## src/core/ppp_map.svh

```systemverilog
// Register offsets, field positions, reset values and timing counts of the port.
// Assumes a 25 MHz core clock and a 32-bit APB register bus.
`ifndef PPP_MAP_SVH
`define PPP_MAP_SVH

`define PPP_CLK_MHZ        25
`define PPP_OFF_CTRL       12'h000
`define PPP_OFF_DATA       12'h004
`define PPP_OFF_STATUS     12'h008
`define PPP_OFF_EPPRD      12'h00c

`define PPP_CTRL_MODE      0
`define PPP_CTRL_DIR       1
`define PPP_CTRL_STB_EN    2
`define PPP_CTRL_FEED_EN   3
`define PPP_CTRL_INIT_FLT  4
`define PPP_CTRL_SEL_EN    5
`define PPP_CTRL_SEL       6
`define PPP_CTRL_FEED      7
`define PPP_CTRL_INIT      8
`define PPP_CTRL_ABORT     9
`define PPP_CTRL_RESET     9'h02c

`define PPP_ST_ACK_SEEN    0
`define PPP_ST_TIMEOUT     1
`define PPP_EPPRD_ADDR     8
`define PPP_EPPRD_VALID    8

`define PPP_SETUP_NS       1000
`define PPP_STROBE_NS      1000
`define PPP_HOLD_NS        1000
`define PPP_TMO_NS         10000
`define PPP_SETUP_CYC      ((`PPP_SETUP_NS * `PPP_CLK_MHZ + 999) / 1000)
`define PPP_STROBE_CYC     ((`PPP_STROBE_NS * `PPP_CLK_MHZ + 999) / 1000)
`define PPP_HOLD_CYC       ((`PPP_HOLD_NS * `PPP_CLK_MHZ + 999) / 1000)
`define PPP_TMO_CYC        ((`PPP_TMO_NS * `PPP_CLK_MHZ) / 1000)

`define PPP_FIFO_W         9
`define PPP_FIFO_D         16

`endif

```

## src/core/ppp_pkg.sv

```systemverilog
// Types shared by the parallel port logic.
// Assumes ppp_map.svh is reachable on the include path.
`include "ppp_map.svh"

package ppp_pkg;

	typedef enum logic [2:0] {
		PPP_IDLE,
		PPP_STD_SETUP,
		PPP_STD_STROBE,
		PPP_STD_HOLD,
		PPP_STD_BUSY,
		PPP_EPP_SETUP,
		PPP_EPP_STROBE
	} ppp_fsm_t;

	typedef logic [`PPP_FIFO_W-1:0] ppp_word_t;
	typedef logic [12:0]            ppp_pins_t;

endpackage

```

## src/core/ppp_port.sv

```systemverilog
// Parallel port pin engine: standard printer and EPP cycles behind an APB slave.
// Assumes the peripheral pins arrive asynchronously and the bench resolves shared wires.
//
// The placing of the registers and the APB interface to the registers were chosen for this implementation.
`timescale 1ns/1ps
`default_nettype none
`include "ppp_map.svh"

module ppp_port (
	input  wire logic        clk_i,
	input  wire logic        nrst_i,
	input  wire logic        psel_i,
	input  wire logic        penable_i,
	input  wire logic        pwrite_i,
	input  wire logic [11:0] paddr_i,
	input  wire logic [31:0] pwdata_i,
	output logic      [31:0] prdata_o,
	output logic             pready_o,
	output logic             pslverr_o,
	input  wire logic        ack_n_i,
	input  wire logic        busy_wait_i,
	input  wire logic        error_n_i,
	input  wire logic        no_media_i,
	input  wire logic        printer_online_i,
	input  wire logic [7:0]  port_data_bus_i,
	output logic      [7:0]  port_data_bus_o,
	output logic             port_data_bus_oe_o,
	output logic             data_strobe_n_o,
	output logic             data_strobe_oe_o,
	output logic             auto_line_feed_n_o,
	output logic             auto_line_feed_oe_o,
	output logic             select_printer_n_o,
	output logic             select_printer_oe_o,
	output logic             printer_init_n_o,
	output logic             printer_init_oe_o
);
	import ppp_pkg::*;

	localparam logic [8:0] SETUP_CYC  = 9'(`PPP_SETUP_CYC);
	localparam logic [8:0] STROBE_CYC = 9'(`PPP_STROBE_CYC);
	localparam logic [8:0] HOLD_CYC   = 9'(`PPP_HOLD_CYC);
	localparam logic [8:0] TMO_CYC    = 9'(`PPP_TMO_CYC);

	typedef struct packed {
		ppp_fsm_t    fsm;
		logic [8:0]  cnt;
		ppp_word_t   cur;
		logic        is_rd;
		logic [8:0]  ctrl;
		logic        ack_seen;
		logic        tmo;
		logic        rd_req;
		logic        rd_addr;
		logic        rd_valid;
		logic [7:0]  rd_data;
		ppp_pins_t   s1;
		ppp_pins_t   s2;
		ppp_pins_t   s3;
		ppp_pins_t   filt;
		logic [7:0]  p_data;
		logic        p_data_oe;
		logic        p_stb;
		logic        p_stb_oe;
		logic        p_feed;
		logic        p_feed_oe;
		logic        p_sel;
		logic        p_sel_oe;
		logic        p_init;
		logic        p_init_oe;
		logic        pready;
		logic        pslverr;
		logic [31:0] prdata;
	} ppp_st_t;

	ppp_st_t   st;
	ppp_st_t   next_st;
	ppp_word_t fifo_out;
	logic      fifo_valid;
	logic      fifo_ready;
	logic      fifo_pop;
	logic      fifo_push;
	logic [4:0] fifo_cnt;
	ppp_pins_t pins_raw;

	function automatic logic hit(input logic [11:0] a, input logic [11:0] off);
		hit = (a == off);
	endfunction

	assign pins_raw = {port_data_bus_i, printer_online_i, no_media_i, error_n_i,
		busy_wait_i, ack_n_i};

	// The pushed word is taken on the edge where the bus sees pready high.
	assign fifo_push = psel_i & penable_i & pwrite_i & st.pready & hit(paddr_i, `PPP_OFF_DATA);
	assign fifo_pop  = (st.fsm == PPP_IDLE) & fifo_valid;

	ppp_fifo #(
		.W(`PPP_FIFO_W),
		.D(`PPP_FIFO_D)
	) u_fifo (
		.clk_i       (clk_i),
		.nrst_i      (nrst_i),
		.in_data_i   (pwdata_i[`PPP_FIFO_W-1:0]),
		.in_valid_i  (fifo_push),
		.in_ready_o  (fifo_ready),
		.out_data_o  (fifo_out),
		.out_valid_o (fifo_valid),
		.out_ready_i (fifo_pop),
		.count_o     (fifo_cnt)
	);

	always_comb begin
		logic       wr_fx;
		logic       rd_fx;
		logic       ack_fall;
		logic       abort;
		logic       epp;
		logic       strobe;
		logic       wait_n;
		logic [7:0] din;
		wr_fx    = 1'b0;
		rd_fx    = 1'b0;
		ack_fall = 1'b0;
		abort    = 1'b0;
		epp      = 1'b0;
		strobe   = 1'b0;
		wait_n   = 1'b0;
		din      = 8'h00;
		next_st  = st;

		////////////////////////////////////////////////////////////////////
		// Pin synchronisers: a change is accepted once stages two and three agree.
		next_st.s1 = pins_raw;
		next_st.s2 = st.s1;
		next_st.s3 = st.s2;
		for (int i = 0; i < 13; i++) begin
			if (st.s2[i] == st.s3[i]) begin
				next_st.filt[i] = st.s3[i];
			end
		end
		ack_fall = st.filt[0] & ~next_st.filt[0];
		wait_n   = st.filt[1];
		din      = st.filt[12:5];

		////////////////////////////////////////////////////////////////////
		// APB slave: effects take place on the edge where pready is seen high.
		wr_fx = psel_i & penable_i & pwrite_i & st.pready;
		rd_fx = psel_i & penable_i & ~pwrite_i & st.pready;
		next_st.pready  = psel_i & penable_i & ~st.pready &
			~(pwrite_i & hit(paddr_i, `PPP_OFF_DATA) & ~fifo_ready);
		next_st.pslverr = 1'b0;
		next_st.prdata  = 32'h0000_0000;
		if (next_st.pready) begin
			next_st.pslverr = ~(hit(paddr_i, `PPP_OFF_CTRL) | hit(paddr_i, `PPP_OFF_DATA) |
				hit(paddr_i, `PPP_OFF_STATUS) | hit(paddr_i, `PPP_OFF_EPPRD));
			if (!pwrite_i) begin
				if (hit(paddr_i, `PPP_OFF_CTRL)) begin
					next_st.prdata = {23'h000000, st.ctrl};
				end else if (hit(paddr_i, `PPP_OFF_STATUS)) begin
					next_st.prdata = {17'h00000, fifo_cnt, ~fifo_ready, ~fifo_valid,
						(st.fsm != PPP_IDLE), ~st.filt[0], st.filt[4], st.filt[3],
						st.filt[2], st.filt[1], st.tmo, st.ack_seen};
				end else if (hit(paddr_i, `PPP_OFF_EPPRD)) begin
					next_st.prdata = {23'h000000, st.rd_valid, st.rd_data};
				end
			end
		end
		if (wr_fx && hit(paddr_i, `PPP_OFF_CTRL)) begin
			next_st.ctrl = pwdata_i[8:0];
			abort        = pwdata_i[`PPP_CTRL_ABORT];
		end
		if (wr_fx && hit(paddr_i, `PPP_OFF_EPPRD)) begin
			next_st.rd_req  = 1'b1;
			next_st.rd_addr = pwdata_i[`PPP_EPPRD_ADDR];
		end
		// Sticky flags: a new event in the clearing cycle wins.
		if (wr_fx && hit(paddr_i, `PPP_OFF_STATUS)) begin
			if (pwdata_i[`PPP_ST_ACK_SEEN]) begin
				next_st.ack_seen = 1'b0;
			end
			if (pwdata_i[`PPP_ST_TIMEOUT]) begin
				next_st.tmo = 1'b0;
			end
		end
		if (rd_fx && hit(paddr_i, `PPP_OFF_EPPRD)) begin
			next_st.rd_valid = 1'b0;
		end
		if (ack_fall) begin
			next_st.ack_seen = 1'b1;
		end

		////////////////////////////////////////////////////////////////////
		// Cycle engine.
		epp         = st.ctrl[`PPP_CTRL_MODE];
		next_st.cnt = st.cnt + 9'd1;
		unique case (st.fsm)
			PPP_IDLE: begin
				next_st.cnt = 9'd0;
				if (fifo_valid) begin
					next_st.cur   = fifo_out;
					next_st.is_rd = 1'b0;
					next_st.fsm   = epp ? PPP_EPP_SETUP : PPP_STD_SETUP;
				end else if (st.rd_req && epp) begin
					next_st.cur    = {st.rd_addr, 8'h00};
					next_st.is_rd  = 1'b1;
					next_st.rd_req = 1'b0;
					next_st.fsm    = PPP_EPP_SETUP;
				end
			end
			PPP_STD_SETUP: begin
				if (st.cnt == SETUP_CYC - 9'd1) begin
					next_st.cnt = 9'd0;
					next_st.fsm = PPP_STD_STROBE;
				end
			end
			PPP_STD_STROBE: begin
				if (st.cnt == STROBE_CYC - 9'd1) begin
					next_st.cnt = 9'd0;
					next_st.fsm = PPP_STD_HOLD;
				end
			end
			PPP_STD_HOLD: begin
				if (st.cnt == HOLD_CYC - 9'd1) begin
					next_st.cnt = 9'd0;
					next_st.fsm = PPP_STD_BUSY;
				end
			end
			PPP_STD_BUSY: begin
				if (!st.filt[1]) begin
					next_st.fsm = PPP_IDLE;
				end
			end
			PPP_EPP_SETUP: begin
				// A wait line still high from the last cycle would end this one at once.
				if (!wait_n) begin
					next_st.cnt = 9'd0;
					next_st.fsm = PPP_EPP_STROBE;
				end else if (st.cnt == TMO_CYC - 9'd1) begin
					next_st.tmo = 1'b1;
					next_st.fsm = PPP_IDLE;
				end
			end
			PPP_EPP_STROBE: begin
				if (wait_n && st.cnt != 9'd0) begin
					if (st.is_rd) begin
						next_st.rd_data  = din;
						next_st.rd_valid = 1'b1;
					end
					next_st.fsm = PPP_IDLE;
				end else if (st.cnt == TMO_CYC - 9'd1) begin
					next_st.tmo = 1'b1;
					next_st.fsm = PPP_IDLE;
				end
			end
		endcase
		if (abort) begin
			next_st.fsm = PPP_IDLE;
		end

		////////////////////////////////////////////////////////////////////
		// Pin drivers, registered from the next state so they leave flops directly.
		strobe               = (next_st.fsm == PPP_EPP_STROBE);
		next_st.p_data       = next_st.cur[7:0];
		next_st.p_init       = ~next_st.ctrl[`PPP_CTRL_INIT];
		next_st.p_init_oe    = ~next_st.ctrl[`PPP_CTRL_INIT_FLT];
		if (next_st.ctrl[`PPP_CTRL_MODE]) begin
			// Strobe, feed and select take their EPP roles and are always driven.
			next_st.p_stb     = ~((next_st.fsm == PPP_EPP_SETUP | strobe) & ~next_st.is_rd);
			next_st.p_feed    = ~(strobe & ~next_st.cur[8]);
			next_st.p_sel     = ~(strobe & next_st.cur[8]);
			next_st.p_stb_oe  = 1'b1;
			next_st.p_feed_oe = 1'b1;
			next_st.p_sel_oe  = 1'b1;
			next_st.p_data_oe = ~(next_st.fsm != PPP_IDLE & next_st.is_rd) &
				~next_st.ctrl[`PPP_CTRL_DIR];
		end else begin
			next_st.p_stb     = ~(next_st.fsm == PPP_STD_STROBE);
			next_st.p_stb_oe  = next_st.ctrl[`PPP_CTRL_STB_EN];
			next_st.p_feed    = ~next_st.ctrl[`PPP_CTRL_FEED];
			next_st.p_feed_oe = next_st.ctrl[`PPP_CTRL_FEED_EN];
			next_st.p_sel     = ~next_st.ctrl[`PPP_CTRL_SEL];
			next_st.p_sel_oe  = next_st.ctrl[`PPP_CTRL_SEL_EN];
			next_st.p_data_oe = ~next_st.ctrl[`PPP_CTRL_DIR];
		end
	end

	always_ff @(posedge clk_i or negedge nrst_i) begin
		if (!nrst_i) begin
			st           <= '0;
			st.fsm       <= PPP_IDLE;
			st.ctrl      <= `PPP_CTRL_RESET;
			st.s1        <= 13'h1fff;
			st.s2        <= 13'h1fff;
			st.s3        <= 13'h1fff;
			st.filt      <= 13'h1fff;
			st.p_data_oe <= 1'b1;
			st.p_stb     <= 1'b1;
			st.p_stb_oe  <= 1'b1;
			st.p_feed    <= 1'b1;
			st.p_feed_oe <= 1'b1;
			st.p_sel     <= 1'b1;
			st.p_sel_oe  <= 1'b1;
			st.p_init    <= 1'b1;
			st.p_init_oe <= 1'b1;
		end else begin
			st <= next_st;
		end
	end

	assign prdata_o            = st.prdata;
	assign pready_o            = st.pready;
	assign pslverr_o           = st.pslverr;
	assign port_data_bus_o     = st.p_data;
	assign port_data_bus_oe_o  = st.p_data_oe;
	assign data_strobe_n_o     = st.p_stb;
	assign data_strobe_oe_o    = st.p_stb_oe;
	assign auto_line_feed_n_o  = st.p_feed;
	assign auto_line_feed_oe_o = st.p_feed_oe;
	assign select_printer_n_o  = st.p_sel;
	assign select_printer_oe_o = st.p_sel_oe;
	assign printer_init_n_o    = st.p_init;
	assign printer_init_oe_o   = st.p_init_oe;

endmodule

`default_nettype wire

```

## src/core/ppp_fifo.sv

```systemverilog
// Synchronous FIFO with valid/ready on both sides.
// Assumes one clock and an asynchronous active-low reset.
`timescale 1ns/1ps
`default_nettype none

module ppp_fifo #(
	parameter int W = 9,
	parameter int D = 16,
	parameter int A = $clog2(D)
) (
	input  wire logic         clk_i,
	input  wire logic         nrst_i,
	input  wire logic [W-1:0] in_data_i,
	input  wire logic         in_valid_i,
	output logic              in_ready_o,
	output logic [W-1:0]      out_data_o,
	output logic              out_valid_o,
	input  wire logic         out_ready_i,
	output logic [A:0]        count_o
);

	typedef struct packed {
		logic [A-1:0] wr;
		logic [A-1:0] rd;
		logic [A:0]   cnt;
	} ppp_fifo_st_t;

	ppp_fifo_st_t st;
	ppp_fifo_st_t next_st;
	logic [W-1:0] mem [D];
	logic         push;
	logic         pop;

	assign in_ready_o  = (st.cnt != D[A:0]);
	assign out_valid_o = (st.cnt != '0);
	assign out_data_o  = mem[st.rd];
	assign count_o     = st.cnt;
	assign push        = in_valid_i & in_ready_o;
	assign pop         = out_ready_i & out_valid_o;

	always_comb begin
		next_st = st;
		if (push) begin
			next_st.wr = (st.wr == A'(D - 1)) ? '0 : st.wr + 1'b1;
		end
		if (pop) begin
			next_st.rd = (st.rd == A'(D - 1)) ? '0 : st.rd + 1'b1;
		end
		next_st.cnt = st.cnt + {{A{1'b0}}, push} - {{A{1'b0}}, pop};
	end

	always_ff @(posedge clk_i or negedge nrst_i) begin
		if (!nrst_i) begin
			st <= '0;
		end else begin
			st <= next_st;
		end
	end

	// Storage has no reset; only the pointers and the count define what is valid.
	always_ff @(posedge clk_i) begin
		if (push) begin
			mem[st.wr] <= in_data_i;
		end
	end

endmodule

`default_nettype wire

```

## config.mk

```make
export PLATFORM = sky130hd
export DESIGN_NAME = ppp_port
export DESIGN_NICKNAME = d
export VERILOG_FILES = /design/src/core/ppp_pkg.sv /design/src/core/ppp_port.sv /design/src/core/ppp_fifo.sv
export VERILOG_INCLUDE_DIRS = /design/src /design/src/core
export SDC_FILE = /design/constraint.sdc
export NUM_CORES = 1
export LEC_CHECK = 0
export BUFFER_PORTS_ARGS = -buffer_cell sky130_fd_sc_hd__buf_2
export CAP_MARGIN = 20
export CORE_MARGIN = 3
export CORE_UTILIZATION = 55
export CTS_CLUSTER_DIAMETER = 200
export CTS_CLUSTER_SIZE = 14
export DETAILED_ROUTE_END_ITERATION = 10
export PLACE_DENSITY = 0.83
export SLEW_MARGIN = 20
export SYNTH_ARGS = -nofsm -noshare
export SYNTH_HDL_FRONTEND = slang
export SYNTH_HIERARCHICAL = 1
export SYNTH_SLANG_ARGS = --single-unit
```

## constraint.sdc

```tcl
create_clock -name clk_i -period 3.7 [get_ports clk_i]
set_input_delay 0.37 -clock clk_i [delete_from_list [all_inputs] [get_ports clk_i]]
set_output_delay 0.37 -clock clk_i [all_outputs]
set_load 0.005 [all_outputs]
```

# Word-level counts from Yosys, hierarchy flattened
# Memory sizes are Yosys's and may differ from the RTL's.
# Cells that the tools add are included.
dict set report op_classes {
  addsub 5
  n_mul 0
  n_div 0
  n_lt_le_gt_ge 0
  eq_ne 30
  shifts 0
  muxes 46
  bitwise_logic 43
  n_reduce_logical 16
}
# operator n
set ops {}
lappend ops {{$mux 9} 6}
lappend ops {{$mux 15} 3}
lappend ops {{$pmux 9 s5} 1}
lappend ops {{$mux 12} 3}
lappend ops {{$mux 33} 1}
lappend ops {{$mux 10} 3}
lappend ops {{$eq 12x4->1 const B} 2}
lappend ops {{$mux 3} 8}
lappend ops {{$pmux 3 s7} 1}
lappend ops {{$not 1->1} 20}
lappend ops {{$and 1x1->1} 19}
lappend ops {{$eq 3x3->1 const B} 5}
lappend ops {{$mux 1} 14}
lappend ops {{$eq 1x1->1} 13}
lappend ops {{$eq 12x3->1 const B} 1}
lappend ops {{$logic_not 12->1} 1}
lappend ops {{$add 9x1->9 const B} 1}
lappend ops {{$eq 3x2->1 const B} 3}
lappend ops {{$eq 9x5->1 const B} 1}
lappend ops {{$eq 9x8->1 const B} 1}
lappend ops {{$reduce_bool 9->1} 1}
lappend ops {{$add 4x1->4 const B} 2}
lappend ops {{$eq 4x4->1 const B} 2}
lappend ops {{$mux 4} 2}
lappend ops {{other kinds (15)} 26}
dict set report totals {
  reg_bits 160
  latchBits 0
  ramBits 144
  rom_bits 0
  inputBits 62
  output_inout_bits 51
  word_cells 184
  memories 1
}
# memory depth word_bits read_ports rd_ports_with_merged_regs write_ports line_no
set memory_table {}
lappend memory_table {u_fifo.mem 16 9 1 0 1 ppp_fifo.sv:30} ;# logic [W-1:0] mem [D];

# Depth between registers and ports, before layout
# Gate-level depths: netlist of run 1.
dict set report depth {
  ltp_word 11
  mapped_depth 17
  ltp_nobuf 15
}

# By module
# The synthesis of run 1 kept the hierarchy.
# module instances cells_per_inst area_per_inst_um2 seq_area_each_um2
set by_module_without_submodules {}
lappend by_module_without_submodules {ppp_fifo 1 343 6433.7 4649.5}
lappend by_module_without_submodules {ppp_port 1 405 5141.2 3133.0}

# Worst setup path before layout of run 1
# No wires, ideal clock.
dict set report synth_path {
  path_type {register -> register}
  from {reg u_fifo.st (netlist bit u_fifo/count_o[3])}
  to {reg u_fifo.st (netlist bit u_fifo/count_o[4])}
  setup_ns 0.080
  t_arrival_ns 2.948
  required_ns 3.620
  path_slack_ns 0.672
  path_stages_with_launch 18
  n_path_buf 2
  period_less_slack_ns 3.028
  cell_sequence {dfrtp_1 -> inv_1 -> ha_1 -> or4b_4 -> inv_1 -> nor2_1 -> buf_2 -> and2_4 -> buf_6 -> ha_1 -> inv_1 -> ha_1 -> inv_1 -> fa_1 -> inv_1 -> a21oi_1 -> o21bai_1 -> xnor2_1}
}
# element line_no
set synth_lines {}
lappend synth_lines {{start: declaration} ppp_fifo.sv:28} ;# ppp_fifo_st_t st;
lappend synth_lines {{start signal: assignment} ppp_fifo.sv:56} ;# st <= next_st;

==> reports/results.tsv, run 1 <==
stage	metric	value	unit
finish	layout cells sized above 1	0.293	
clock_tree	clk buf depth	3	
synth	post-synthesis sequential area ratio	0.672	
placement	port bufs	73	
pwr	clock share of power	0.286	
floorplan	die area	22800	sq um
critical_path	R2R setup slack	0.28	ns
global_route	total track usage	0.193	
sta	Least-Margin Pin Slew	0.975	ns
sta	final max-slew violation count	0	
synth	#FFs+latches synth	279	
floorplan	Initial Util	0.567	
global_route	vias in the first global route	6249	
synth	Yosys warning count	6	
sta	Slew HR	0.350	
global_route	initial antenna violation count	0	
critical_path	crit-path max FO	12	
clock_tree	total CTS buffers	23	
pwr	Net Sw Frac	0.281	
route	drt first-iter violations	507	
clock_tree	cts repair resizes	0	
critical_path	CP Class	reg2reg	
sta	final setup violation count	0	
critical_path	Critical Path RT	4.14	ns
finish	Layout fillers	1426	
route	total routed wirelength	21.7	mm
flow_run	Max Cap Viol	0	
global_route	grt met2 use	0.323	
placement	Final HPWL DP	14.4	mm
synth	Syn Area/Cell	15.5	sq um
critical_path	worst r2r path cells	15	
critical_path	Startpoint Class	register	
sta	total negative slack	0	ns
clock_tree	post-CTS setup buffer count	0	
floorplan	Rows	52	
sta	period utilization	0.924	
route	# DRC	0	
clock_tree	H-tree Lvls	1	
global_route	gr busiest metal	met2	
sta	Setup WS post-layout	0.280	ns
finish	Core Util, Final	0.624	
hold_path	hold path cells	2	
synth	ys async rst share	0.484	
placement	RD Place Congestion	0.810	
hold_path	Hold Path Class	in2reg	
pwr	Pwr Total	7650	uW
synth	Synth Instances	748	
synth	Netlist cell types	79	
finish	final non-filler cell total	1104	
pwr	Int Power	5500	uW
hold_path	worst hold endpoint	st[145]$_DFF_PN0_	
clock_tree	worst skew pair latency	0.52	ns
pwr	P_leak	0.00494	uW
pwr	net switching power	2150	uW
synth	area of the mapped netlist	11600	sq um
global_route	largest net degree at the start of global routing	81	
status	run status	complete, no violations	
floorplan	num ports	113	
floorplan	Die H	151	um
critical_path	CP endpoint kind	register	
global_route	GRT Residual Overflow	0	
sta	Period minus WS final	3.42	ns
synth	Post-synth EDFFs	144	
hold_path	hold path startpoint	pwdata_i[9]	
route	vias	6282	
finish	n_diodes	0	
sta	FMAX	292	MHz
synth	ys flop type	edfxtp_1	
critical_path	arrival time at the worst endpoint	3.86	ns
critical_path	Worst R2R End	u_fifo/count_o[4]$_DFF_PN0_	
finish	Area growth syn-to-layout	10.2	%
route	DR vias/cell	5.69	
route	DRT antenna net count	0	
global_route	first-pass GRT wire length	33.9	mm
sta	endpoints failing hold	0	
pwr	Max VDD drop	427	uV
global_route	M3 GR Usage	0.0254	
pwr	Seq pwr share	0.491	
clock_tree	clock sinks	279	
global_route	GRT met1 Usage	0.265	
clock_tree	Reg clk slew, reported paths	0.07	ns
placement	Post-Place Worst Slack	0.332	ns
route	wire per inst	19.6	um
pwr	logic gate share of total power	0.223	
sta	RSZ-0062 raised after global routing	false	
critical_path	RR Startpoint	u_fifo/count_o[2]$_DFF_PN0_	
floorplan	Die Wd	151	um
placement	placed insts	1048	
sta	Setup Skew	0.0163	ns
clock_tree	Root Buffer	clkbuf_16	
floorplan	placeable core region	20400	sq um
pwr	pwr/cell area	600	nW/um^2
finish	Layout Nets	894	
route	Pre-antenna DRT Iters	5	
clock_tree	CTS tree	built	
worst max path at each step:
stage | start | to | slack, ns | cells past startpoint
global placement | u_fifo/count_o[2]$_DFF_PN0_ | u_fifo/count_o[4]$_DFF_PN0_ | 0.37 | 15
finish | u_fifo/count_o[2]$_DFF_PN0_ | u_fifo/count_o[4]$_DFF_PN0_ | 0.28 | 15
global route | u_fifo/count_o[2]$_DFF_PN0_ | u_fifo/count_o[4]$_DFF_PN0_ | 0.03 | 15
CTS | u_fifo/count_o[2]$_DFF_PN0_ | u_fifo/count_o[4]$_DFF_PN0_ | 0.28 | 15
floorplan | u_fifo/count_o[3]$_DFF_PN0_ | u_fifo/count_o[4]$_DFF_PN0_ | 0.67 | 17
detailed placement | u_fifo/count_o[2]$_DFF_PN0_ | u_fifo/count_o[4]$_DFF_PN0_ | 0.33 | 15
final cells by class:
type,instances,area [sq um],area share
flip-flops and latches,279,7780,0.611
multi-input cells,384,3240,0.254
repair buffers,105,647,0.0507
clock buffers,41,643,0.0504
well taps,270,338,0.0265
inverters,24,92.6,0.00726
clock inverters,1,8.76,0.000687
Yosys cell counts, types with 5 or more instances:
| cell type | instances | area (sq um) |
|---|---|---|
| mux2_2 | 12 | 135 |
| buf_4 | 47 | 353 |
| xnor2_1 | 7 | 61.3 |
| dfstp_2 | 64 | 1680 |
| a22o_1 | 9 | 78.8 |
| clkbuf_1 | 9 | 33.8 |
| nand2_1 | 19 | 71.3 |
| ha_1 | 14 | 175 |
| a21oi_1 | 19 | 95.1 |
| edfxtp_1 | 144 | 4320 |
| inv_1 | 23 | 86.3 |
| and2_1 | 17 | 106 |
| nand3_1 | 14 | 70.1 |
| a32oi_1 | 9 | 78.8 |
| nor3_1 | 7 | 35.0 |
| xor2_1 | 7 | 61.3 |
| nand2b_1 | 5 | 31.3 |
| nor4_1 | 6 | 37.5 |
| dfrtp_1 | 71 | 1780 |
| mux2i_1 | 37 | 370 |
| nor2_1 | 54 | 203 |
| o21ai_0 | 13 | 65.1 |
| buf_2 | 12 | 60.1 |
| maj3_1 | 12 | 120 |
| a22oi_1 | 11 | 82.6 |
| mux4_2 | 27 | 608 |
placed cells by master, fill, tap and decap left out, types with 5 or more instances in the layout:
| master | instances |
|---|---|
| conb_1 | 17 |
| nand2b_1 | 5 |
| clkbuf_1 | 18 |
| xor2_1 | 7 |
| clkbuf_16 | 23 |
| inv_1 | 23 |
| mux2_2 | 12 |
| o21ai_0 | 13 |
| nor2_1 | 54 |
| dfrtp_1 | 69 |
| a22o_1 | 9 |
| xnor2_1 | 7 |
| dlygate4sd3_1 | 14 |
| nor4_1 | 6 |
| and2_1 | 17 |
| a32oi_1 | 9 |
| mux2i_1 | 37 |
| a21oi_1 | 19 |
| a22oi_1 | 11 |
| mux4_2 | 27 |
| buf_2 | 72 |
| maj3_1 | 12 |
| nand3_1 | 14 |
| buf_4 | 18 |
| dfstp_2 | 64 |
| nor3_1 | 7 |
| edfxtp_1 | 144 |
| ha_1 | 14 |
| nand2_1 | 19 |
routing by layer:
metal	share of wire	wire length, um
met5	0	0
met4	0.025	538
met3	0.054	1180
met2	0.51	11000
met1	0.41	8980
sequential cells by signal (all words and copies together), names as in the netlist, 5 cells and up:
name	count
st	63
u_fifo/count_o	5
port_data_bus_o	7
prdata_o	15
next_st	26
u_fifo/st	8
u_fifo/mem	144
power by group through the flow:
stage	clock, uW	sequential (uW)	combinational (uW)
global route	2340	3800	1870
detailed placement	0	3830	1690
CTS	2230	3760	1710
floorplan	0	3630	1530
global placement	0	3800	1640
finish	2190	3760	1700
worst max-delay path: stages, from the launching register on:
cell	delay (ns)
dfrtp_1	0.37
inv_1	0.07
ha_1	0.21
or4b_4	0.26
inv_1	0.11
nor2_1	0.68
and2_4	0.34
ha_1	0.23
inv_1	0.06
ha_1	0.15
inv_1	0.05
fa_1	0.40
inv_1	0.07
a21oi_1	0.06
o21bai_1	0.15
xnor2_1	0.13
cells by family (layout without fill, tap and decap cells):
| family | count (synthesis) | count (layout) | share of synthesized area |
|---|---|---|---|
| muxes | 83 | 83 | 0.105 |
| AOI/OAI and AO/OA | 90 | 90 | 0.0583 |
| adders and majority gates | 27 | 27 | 0.0272 |
| xor gates and xnor gates | 14 | 14 | 0.0106 |
| buffers and inverters | 101 | 171 | 0.0538 |
| and+or+nand+nor | 153 | 153 | 0.0727 |
| DFF | 279 | 279 | 0.672 |
| other | 1 | 17 | 0.000324 |
per-stage QoR:
step	hold slack, ns	cell area [sq um]
finish	0.115	12800
global route	0.126	12800
CTS	0.104	12700
detailed placement	0.347	12000
global placement	0.345	12000
floorplan	0.0744	11600
repair_timing:
action,4_1_cts,5_1_grt
endpoints found under the setup margin,0,0
endpoints found under the hold margin,59,0
hold buffers,14,0
No activity file was read; power rests on OpenSTA's default activity.
==> inputs of run 2 (changes only) <==
--- a/config.mk
+++ b/config.mk
@@ -7,7 +7,6 @@
 export NUM_CORES = 1
 export LEC_CHECK = 0
 export BUFFER_PORTS_ARGS = -buffer_cell sky130_fd_sc_hd__buf_2
-export CAP_MARGIN = 20
 export CORE_MARGIN = 3
 export CORE_UTILIZATION = 55
 export CTS_CLUSTER_DIAMETER = 200
==> constraint.sdc (replaced) <==
create_clock -name clk_i -period 3.7 [get_ports clk_i]
set_input_delay 0.555 -clock clk_i [delete_from_list [all_inputs] [get_ports clk_i]]
set_output_delay 0.555 -clock clk_i [all_outputs]
set_load 0.005 [all_outputs]
==> run 2 against run 1 <==
Against the previous run: sequential share of layout area increased by 0.59 points; highest routed layer unchanged; total power increased by 0.17%; via count decreased by 0.32%; first-iteration DRC count is 23% lower; sequential power is essentially flat; clock skew decreased by 0.0074 ns; critical path type unchanged.
==> reports/results.tsv, run 2 (synthesized netlist as in run 1, its figures left out) <==
stage	metric	value	unit
sta	Slew HR	0.368	
sta	endpoints failing hold	0	
critical_path	Startpoint Class	register	
route	uppermost layer routed	met4	
placement	RD Place Congestion	0.857	
clock_tree	Reg clk slew, reported paths	0.07	ns
route	met2 wire length	11.0	mm
global_route	initial antenna violation count	0	
global_route	GRT Residual Overflow	0	
sta	period utilization	0.866	
critical_path	R2R setup slack	0.50	ns
finish	Layout fillers	1431	
finish	layout cells sized above 1	0.300	
flow_run	Max Cap Viol	0	
clock_tree	clock sinks	279	
clock_tree	clk buf depth	3	
global_route	total track usage	0.196	
critical_path	crit-path max FO	12	
sta	FMAX	312	MHz
floorplan	Die H	151	um
critical_path	worst r2r path cells	15	
sta	Setup Skew	0.00883	ns
hold_path	Hold Path Class	in2async	
critical_path	CP Class	reg2reg	
route	wire per inst	20.0	um
placement	Final HPWL DP	14.4	mm
critical_path	arrival time at the worst endpoint	3.64	ns
pwr	pwr/cell area	607	nW/um^2
route	vias	6262	
placement	Post-Place Worst Slack	0.266	ns
sta	RSZ-0062 raised after global routing	false	
finish	Area growth syn-to-layout	9.10	%
floorplan	Die Wd	151	um
critical_path	Worst R2R End	u_fifo/count_o[4]$_DFF_PN0_	
sta	final setup violation count	0	
clock_tree	cts repair resizes	0	
clock_tree	total CTS buffers	23	
floorplan	placeable core region	20400	sq um
sta	total negative slack	0	ns
clock_tree	CTS tree	built	
clock_tree	H-tree Lvls	1	
sta	final max-slew violation count	0	
critical_path	CP Launch Point	u_fifo/count_o[2]$_DFF_PN0_	
clock_tree	worst skew pair latency	0.52	ns
floorplan	Rows	52	
critical_path	RR Startpoint	u_fifo/count_o[2]$_DFF_PN0_	
route	Met3 Routed Length	1.32	mm
sta	Period minus WS final	3.20	ns
critical_path	CP endpoint kind	register	
clock_tree	CTS Hold Buffers Added	0	
sta	Least-Margin Pin Slew	0.949	ns
global_route	largest net degree at the start of global routing	110	
route	drt first-iter violations	391	
clock_tree	post-CTS setup buffer count	0	
global_route	first-pass GRT wire length	34.4	mm
route	DRT antenna net count	0	
global_route	vias in the first global route	6232	
pwr	Max VDD drop	452	uV
status	run status	complete, no violations	
critical_path	critical path endpoint	u_fifo/count_o[4]$_DFF_PN0_	
critical_path	Critical Path RT	4.14	ns
finish	commonest non-fill, non-tap cell in the layout	edfxtp_1	
finish	commonest cells after routing, fill and taps aside	edfxtp_1 (144), buf_2 (72), dfrtp_1 (69)	
pwr	P_leak	0.00489	uW
placement	port bufs	73	
route	total routed wirelength	21.8	mm
finish	n_diodes	0	
route	# DRC	0	
route	DR vias/cell	5.73	
route	Pre-antenna DRT Iters	5	
route	M1 WL	9.07	mm
finish	max FFs per register	144	
sta	worst hold margin	0.112	ns
finish	Layout Nets	882	
floorplan	die area	22800	sq um
floorplan	num ports	113	
clock_tree	Root Buffer	clkbuf_16	
floorplan	Initial Util	0.567	
finish	most flop-heavy register	u_fifo/mem	
sta	Setup WS post-layout	0.496	ns
==> run 2: power breakdown <==
| group | switching [uW] | internal, uW | leakage, uW | total (uW) |
|---|---|---|---|---|
| clock network | 1020 | 1170 | 0.000309 | 2190 |
| registers | 256 | 3480 | 0.00289 | 3730 |
| logic | 894 | 842 | 0.00170 | 1740 |
| total | 2170 | 5490 | 0.00489 | 7660 |
==> run 2: worst min-delay path by stage <==
stage / from / to / slack (ns)
5_1_grt: port_data_bus_i[0] / next_st[82]$_DFF_PN1_ / 0.11
2_1_floorplan: nrst_i / port_data_bus_o[0]$_DFFE_PN0P_ / 0.26
6_report: nrst_i / st[142]$_DFF_PN0_ / 0.11
4_1_cts: port_data_bus_i[5] / next_st[87]$_DFF_PN1_ / 0.12
3_3_place_gp: next_st[81]$_DFF_PN1_ / next_st[68]$_DFF_PN1_ / 0.35
3_5_place_dp: next_st[81]$_DFF_PN1_ / next_st[68]$_DFF_PN1_ / 0.35
==> run 2: critical path: stages (launching register included) <==
cell and delay, ns:
dfrtp_1 0.36, inv_1 0.07, ha_1 0.21, or4b_4 0.26, inv_1 0.12, nor2_2 0.48
and2_4 0.30, ha_1 0.23, inv_1 0.06, ha_1 0.16, inv_1 0.05, fa_1 0.40
inv_1 0.08, a21oi_1 0.06, o21bai_1 0.15, xnor2_1 0.13
==> run 2: stage by stage <==
step,cell area (sq um),total power [uW],cells,util
6_report,12600,7660,1092,0.618
5_1_grt,12600,8010,1092,0.618
4_1_cts,12600,7700,1092,0.618
3_5_place_dp,12000,5500,1050,0.586
3_3_place_gp,12000,5450,1050,0.586
2_1_floorplan,11600,5160,764,-
==> run 2: cell type report <==
cell class                      instances  area, sq um  area share
Clock buffer                           41          643      0.0509
Clock inverter                          1         8.76    0.000694
Inverter                               24         92.6     0.00733
Multi-Input combinational cell        384         3240       0.257
Sequential cell                       279         7780       0.616
Tap cell                              270          338      0.0268
Timing Repair Buffer                   93          522      0.0413
==> run 2: per-layer routing <==
metal,vias to the layer above,track usage
met2,226,0.325
met4,0,0.0539
met1,3184,0.274
li1,2817,-
met5,-,0
met3,35,0.0308
==> inputs of run 3 (changes only) <==
--- a/config.mk
+++ b/config.mk
@@ -13,6 +13,7 @@
 export CTS_CLUSTER_SIZE = 14
 export DETAILED_ROUTE_END_ITERATION = 10
 export PLACE_DENSITY = 0.83
+export REMOVE_ABC_BUFFERS = 1
 export SLEW_MARGIN = 20
 export SYNTH_ARGS = -nofsm -noshare
 export SYNTH_HDL_FRONTEND = slang
==> run 3 against run 2 <==
Against the previous run: total power grew 0.31%; cell area is essentially flat; clock skew is essentially flat; register-to-register slack lost 0.03 ns; via count shrank 1.2%; count of clock-buffer cells in the layout is the same; core utilization is essentially flat; combinational power is essentially flat; sequential share of layout area is essentially flat; hold slack gained 0.0036 ns; first-iteration DRC count grew 54%; global-route usage grew 0.49 points; critical endpoint unchanged; largest cell class unchanged.
==> reports/results.tsv, run 3 (synthesized netlist as in run 1, its figures left out) <==
stage	metric	value	unit
status	run status	complete, no violations	
route	wire per inst	20.4	um
critical_path	CP endpoint kind	register	
clock_tree	Reg clk slew, reported paths	0.07	ns
critical_path	Critical Path Most Common Cell	inv_1	
global_route	total track usage	0.201	
pwr	net switching power	2200	uW
critical_path	Startpoint Class	register	
sta	worst hold margin	0.115	ns
floorplan	Initial Util	0.567	
route	drt first-iter violations	603	
sta	Period minus WS final	3.23	ns
critical_path	RR Startpoint	u_fifo/count_o[2]$_DFF_PN0_	
global_route	largest net degree at the start of global routing	91	
floorplan	num ports	113	
pwr	Max VDD drop	380	uV
hold_path	Hold Path Class	in2async	
finish	layout cells sized above 1	0.299	
placement	RD Place Congestion	0.809	
pwr	clock share of power	0.286	
clock_tree	clk buf depth	3	
critical_path	R2R setup slack	0.47	ns
global_route	M3 GR Usage	0.0287	
route	vias	6186	
clock_tree	post-CTS setup buffer count	0	
global_route	GRT met1 Usage	0.290	
critical_path	critical path endpoint	u_fifo/count_o[4]$_DFF_PN0_	
sta	final max-slew violation count	0	
finish	most flop-heavy register	u_fifo/mem	
global_route	GRT Residual Overflow	0	
critical_path	crit-path cells	inv_1 -> ha_1 -> or4b_4 -> inv_1 -> nor2_2 -> and2_4 -> ha_1 -> inv_1 -> ha_1 -> inv_1 -> fa_1 -> inv_1 -> a21oi_1 -> o21bai_1 -> xnor2_1	
finish	Layout Nets	879	
route	DR vias/cell	5.68	
clock_tree	worst skew pair latency	0.51	ns
clock_tree	clock sinks	279	
critical_path	crit-path max FO	12	
clock_tree	cts repair resizes	0	
critical_path	CP Class	reg2reg	
pwr	Int Power	5480	uW
route	DRT antenna net count	0	
finish	FF+latch area	7780	sq um
finish	multi-input combinational cell area	3240	sq um
finish	max FFs per register	144	
pwr	Pwr Total	7680	uW
flow_run	Max Cap Viol	0	
sta	Least-Margin Pin Slew	0.988	ns
finish	Layout fillers	1471	
pwr	Net Sw Frac	0.286	
critical_path	Critical Path Max Stage Delay	0.48	ns
critical_path	CP Launch Point	u_fifo/count_o[2]$_DFF_PN0_	
route	total routed wirelength	22.2	mm
sta	Slew HR	0.341	
finish	n_diodes	0	
sta	total negative slack	0	ns
sta	FMAX	310	MHz
critical_path	Critical Path RT	4.13	ns
floorplan	placeable core region	20400	sq um
pwr	Seq pwr share	0.488	
clock_tree	H-tree Lvls	1	
sta	final setup violation count	0	
clock_tree	CTS tree	built	
sta	RSZ-0062 raised after global routing	false	
sta	endpoints failing hold	0	
critical_path	Crit-path slowest cell	nor2_2	
sta	Setup Skew	0.00916	ns
pwr	P_leak	0.00489	uW
critical_path	Worst R2R End	u_fifo/count_o[4]$_DFF_PN0_	
critical_path	arrival time at the worst endpoint	3.66	ns
global_route	grt met2 use	0.332	
floorplan	Die Wd	151	um
finish	commonest non-fill, non-tap cell in the layout	edfxtp_1	
finish	commonest cells after routing, fill and taps aside	edfxtp_1 (144), buf_2 (72), dfrtp_1 (69)	
route	Pre-antenna DRT Iters	5	
clock_tree	total CTS buffers	23	
placement	Final HPWL DP	14.5	mm
global_route	vias in the first global route	6394	
pwr	pwr/cell area	609	nW/um^2
critical_path	worst r2r path cells	15	
floorplan	Rows	52	
placement	port bufs	73	
clock_tree	CTS Hold Buffers Added	0	
floorplan	Die H	151	um
finish	Area growth syn-to-layout	9.03	%
clock_tree	Root Buffer	clkbuf_16	
global_route	first-pass GRT wire length	35.2	mm
global_route	gr busiest metal	met2	
route	# DRC	0	
sta	period utilization	0.873	
global_route	initial antenna violation count	0	
floorplan	die area	22800	sq um
pwr	logic gate share of total power	0.226	
==> run 3: cell count changes in the layout (fill, tap and decap cells not counted), sizes merged <==
cell and delta:
buf -3
==> run 3: power by group through the flow <==
stage | combinational [uW] | sequential, uW | clock [uW]
final | 1740 | 3750 | 2200
after global routing | 1900 | 3780 | 2370
after detailed placement | 1710 | 3810 | 0
after CTS | 1730 | 3750 | 2260
after global placement | 1660 | 3790 | 0
after floorplan | 1150 | 3830 | 0
==> run 3: routing by layer <==
layer  routed length [um]  up-vias  share of wire
li1                     -     2799              -
met1                 9490     3132           0.43
met2                11000      223           0.49
met3                 1390       32          0.063
met4                  354        0          0.016
met5                    0        -              0
==> run 3: final cells by class <==
type / instances / share of cell area
Clock buffer: 41 / 0.0511
Clock inverter: 1 / 0.000694
Inverter: 24 / 0.00734
Multi-Input combinational cell: 384 / 0.257
Sequential cell: 279 / 0.617
Tap cell: 270 / 0.0268
Timing Repair Buffer: 90 / 0.0406
==> run 3: how the worst min path moves through the flow <==
| stage | startpoint | end | cells past startpoint | slack (ns) |
|---|---|---|---|---|
| 6_report | nrst_i | prdata_o[0]$_DFF_PN0_ | 1 | 0.12 |
| 5_1_grt | busy_wait_i | next_st[78]$_DFF_PN1_ | 1 | 0.11 |
| 4_1_cts | port_data_bus_i[4] | next_st[86]$_DFF_PN1_ | 1 | 0.12 |
| 3_5_place_dp | next_st[79]$_DFF_PN1_ | next_st[66]$_DFF_PN1_ | 0 | 0.35 |
| 3_3_place_gp | next_st[86]$_DFF_PN1_ | next_st[73]$_DFF_PN1_ | 0 | 0.35 |
| 2_1_floorplan | nrst_i | port_data_bus_o[0]$_DFFE_PN0P_ | 0 | 0.26 |
==> run 3: metrics by stage <==
step | setup slack (ns) | instance area [sq um] | std cells | util
2_1_floorplan | 0.624 | 11100 | 687 | -
3_3_place_gp | 0.352 | 12000 | 1047 | 0.585
3_5_place_dp | 0.211 | 12000 | 1047 | 0.585
4_1_cts | 0.207 | 12600 | 1089 | 0.617
5_1_grt | 0.181 | 12600 | 1089 | 0.618
6_report | 0.470 | 12600 | 1089 | 0.618
==> run 3: critical path: cells and delay by family (launching register included) <==
| family | cells | cell delay (ns) |
|---|---|---|
| buffers and inverters | 5 | 0.36 |
| and+or+nand+nor | 3 | 1.04 |
| xor gates and xnor gates | 1 | 0.15 |
| adders and majority gates | 4 | 1.00 |
| DFF | 1 | 0.37 |
| AOI/OAI and AO/OA | 2 | 0.23 |
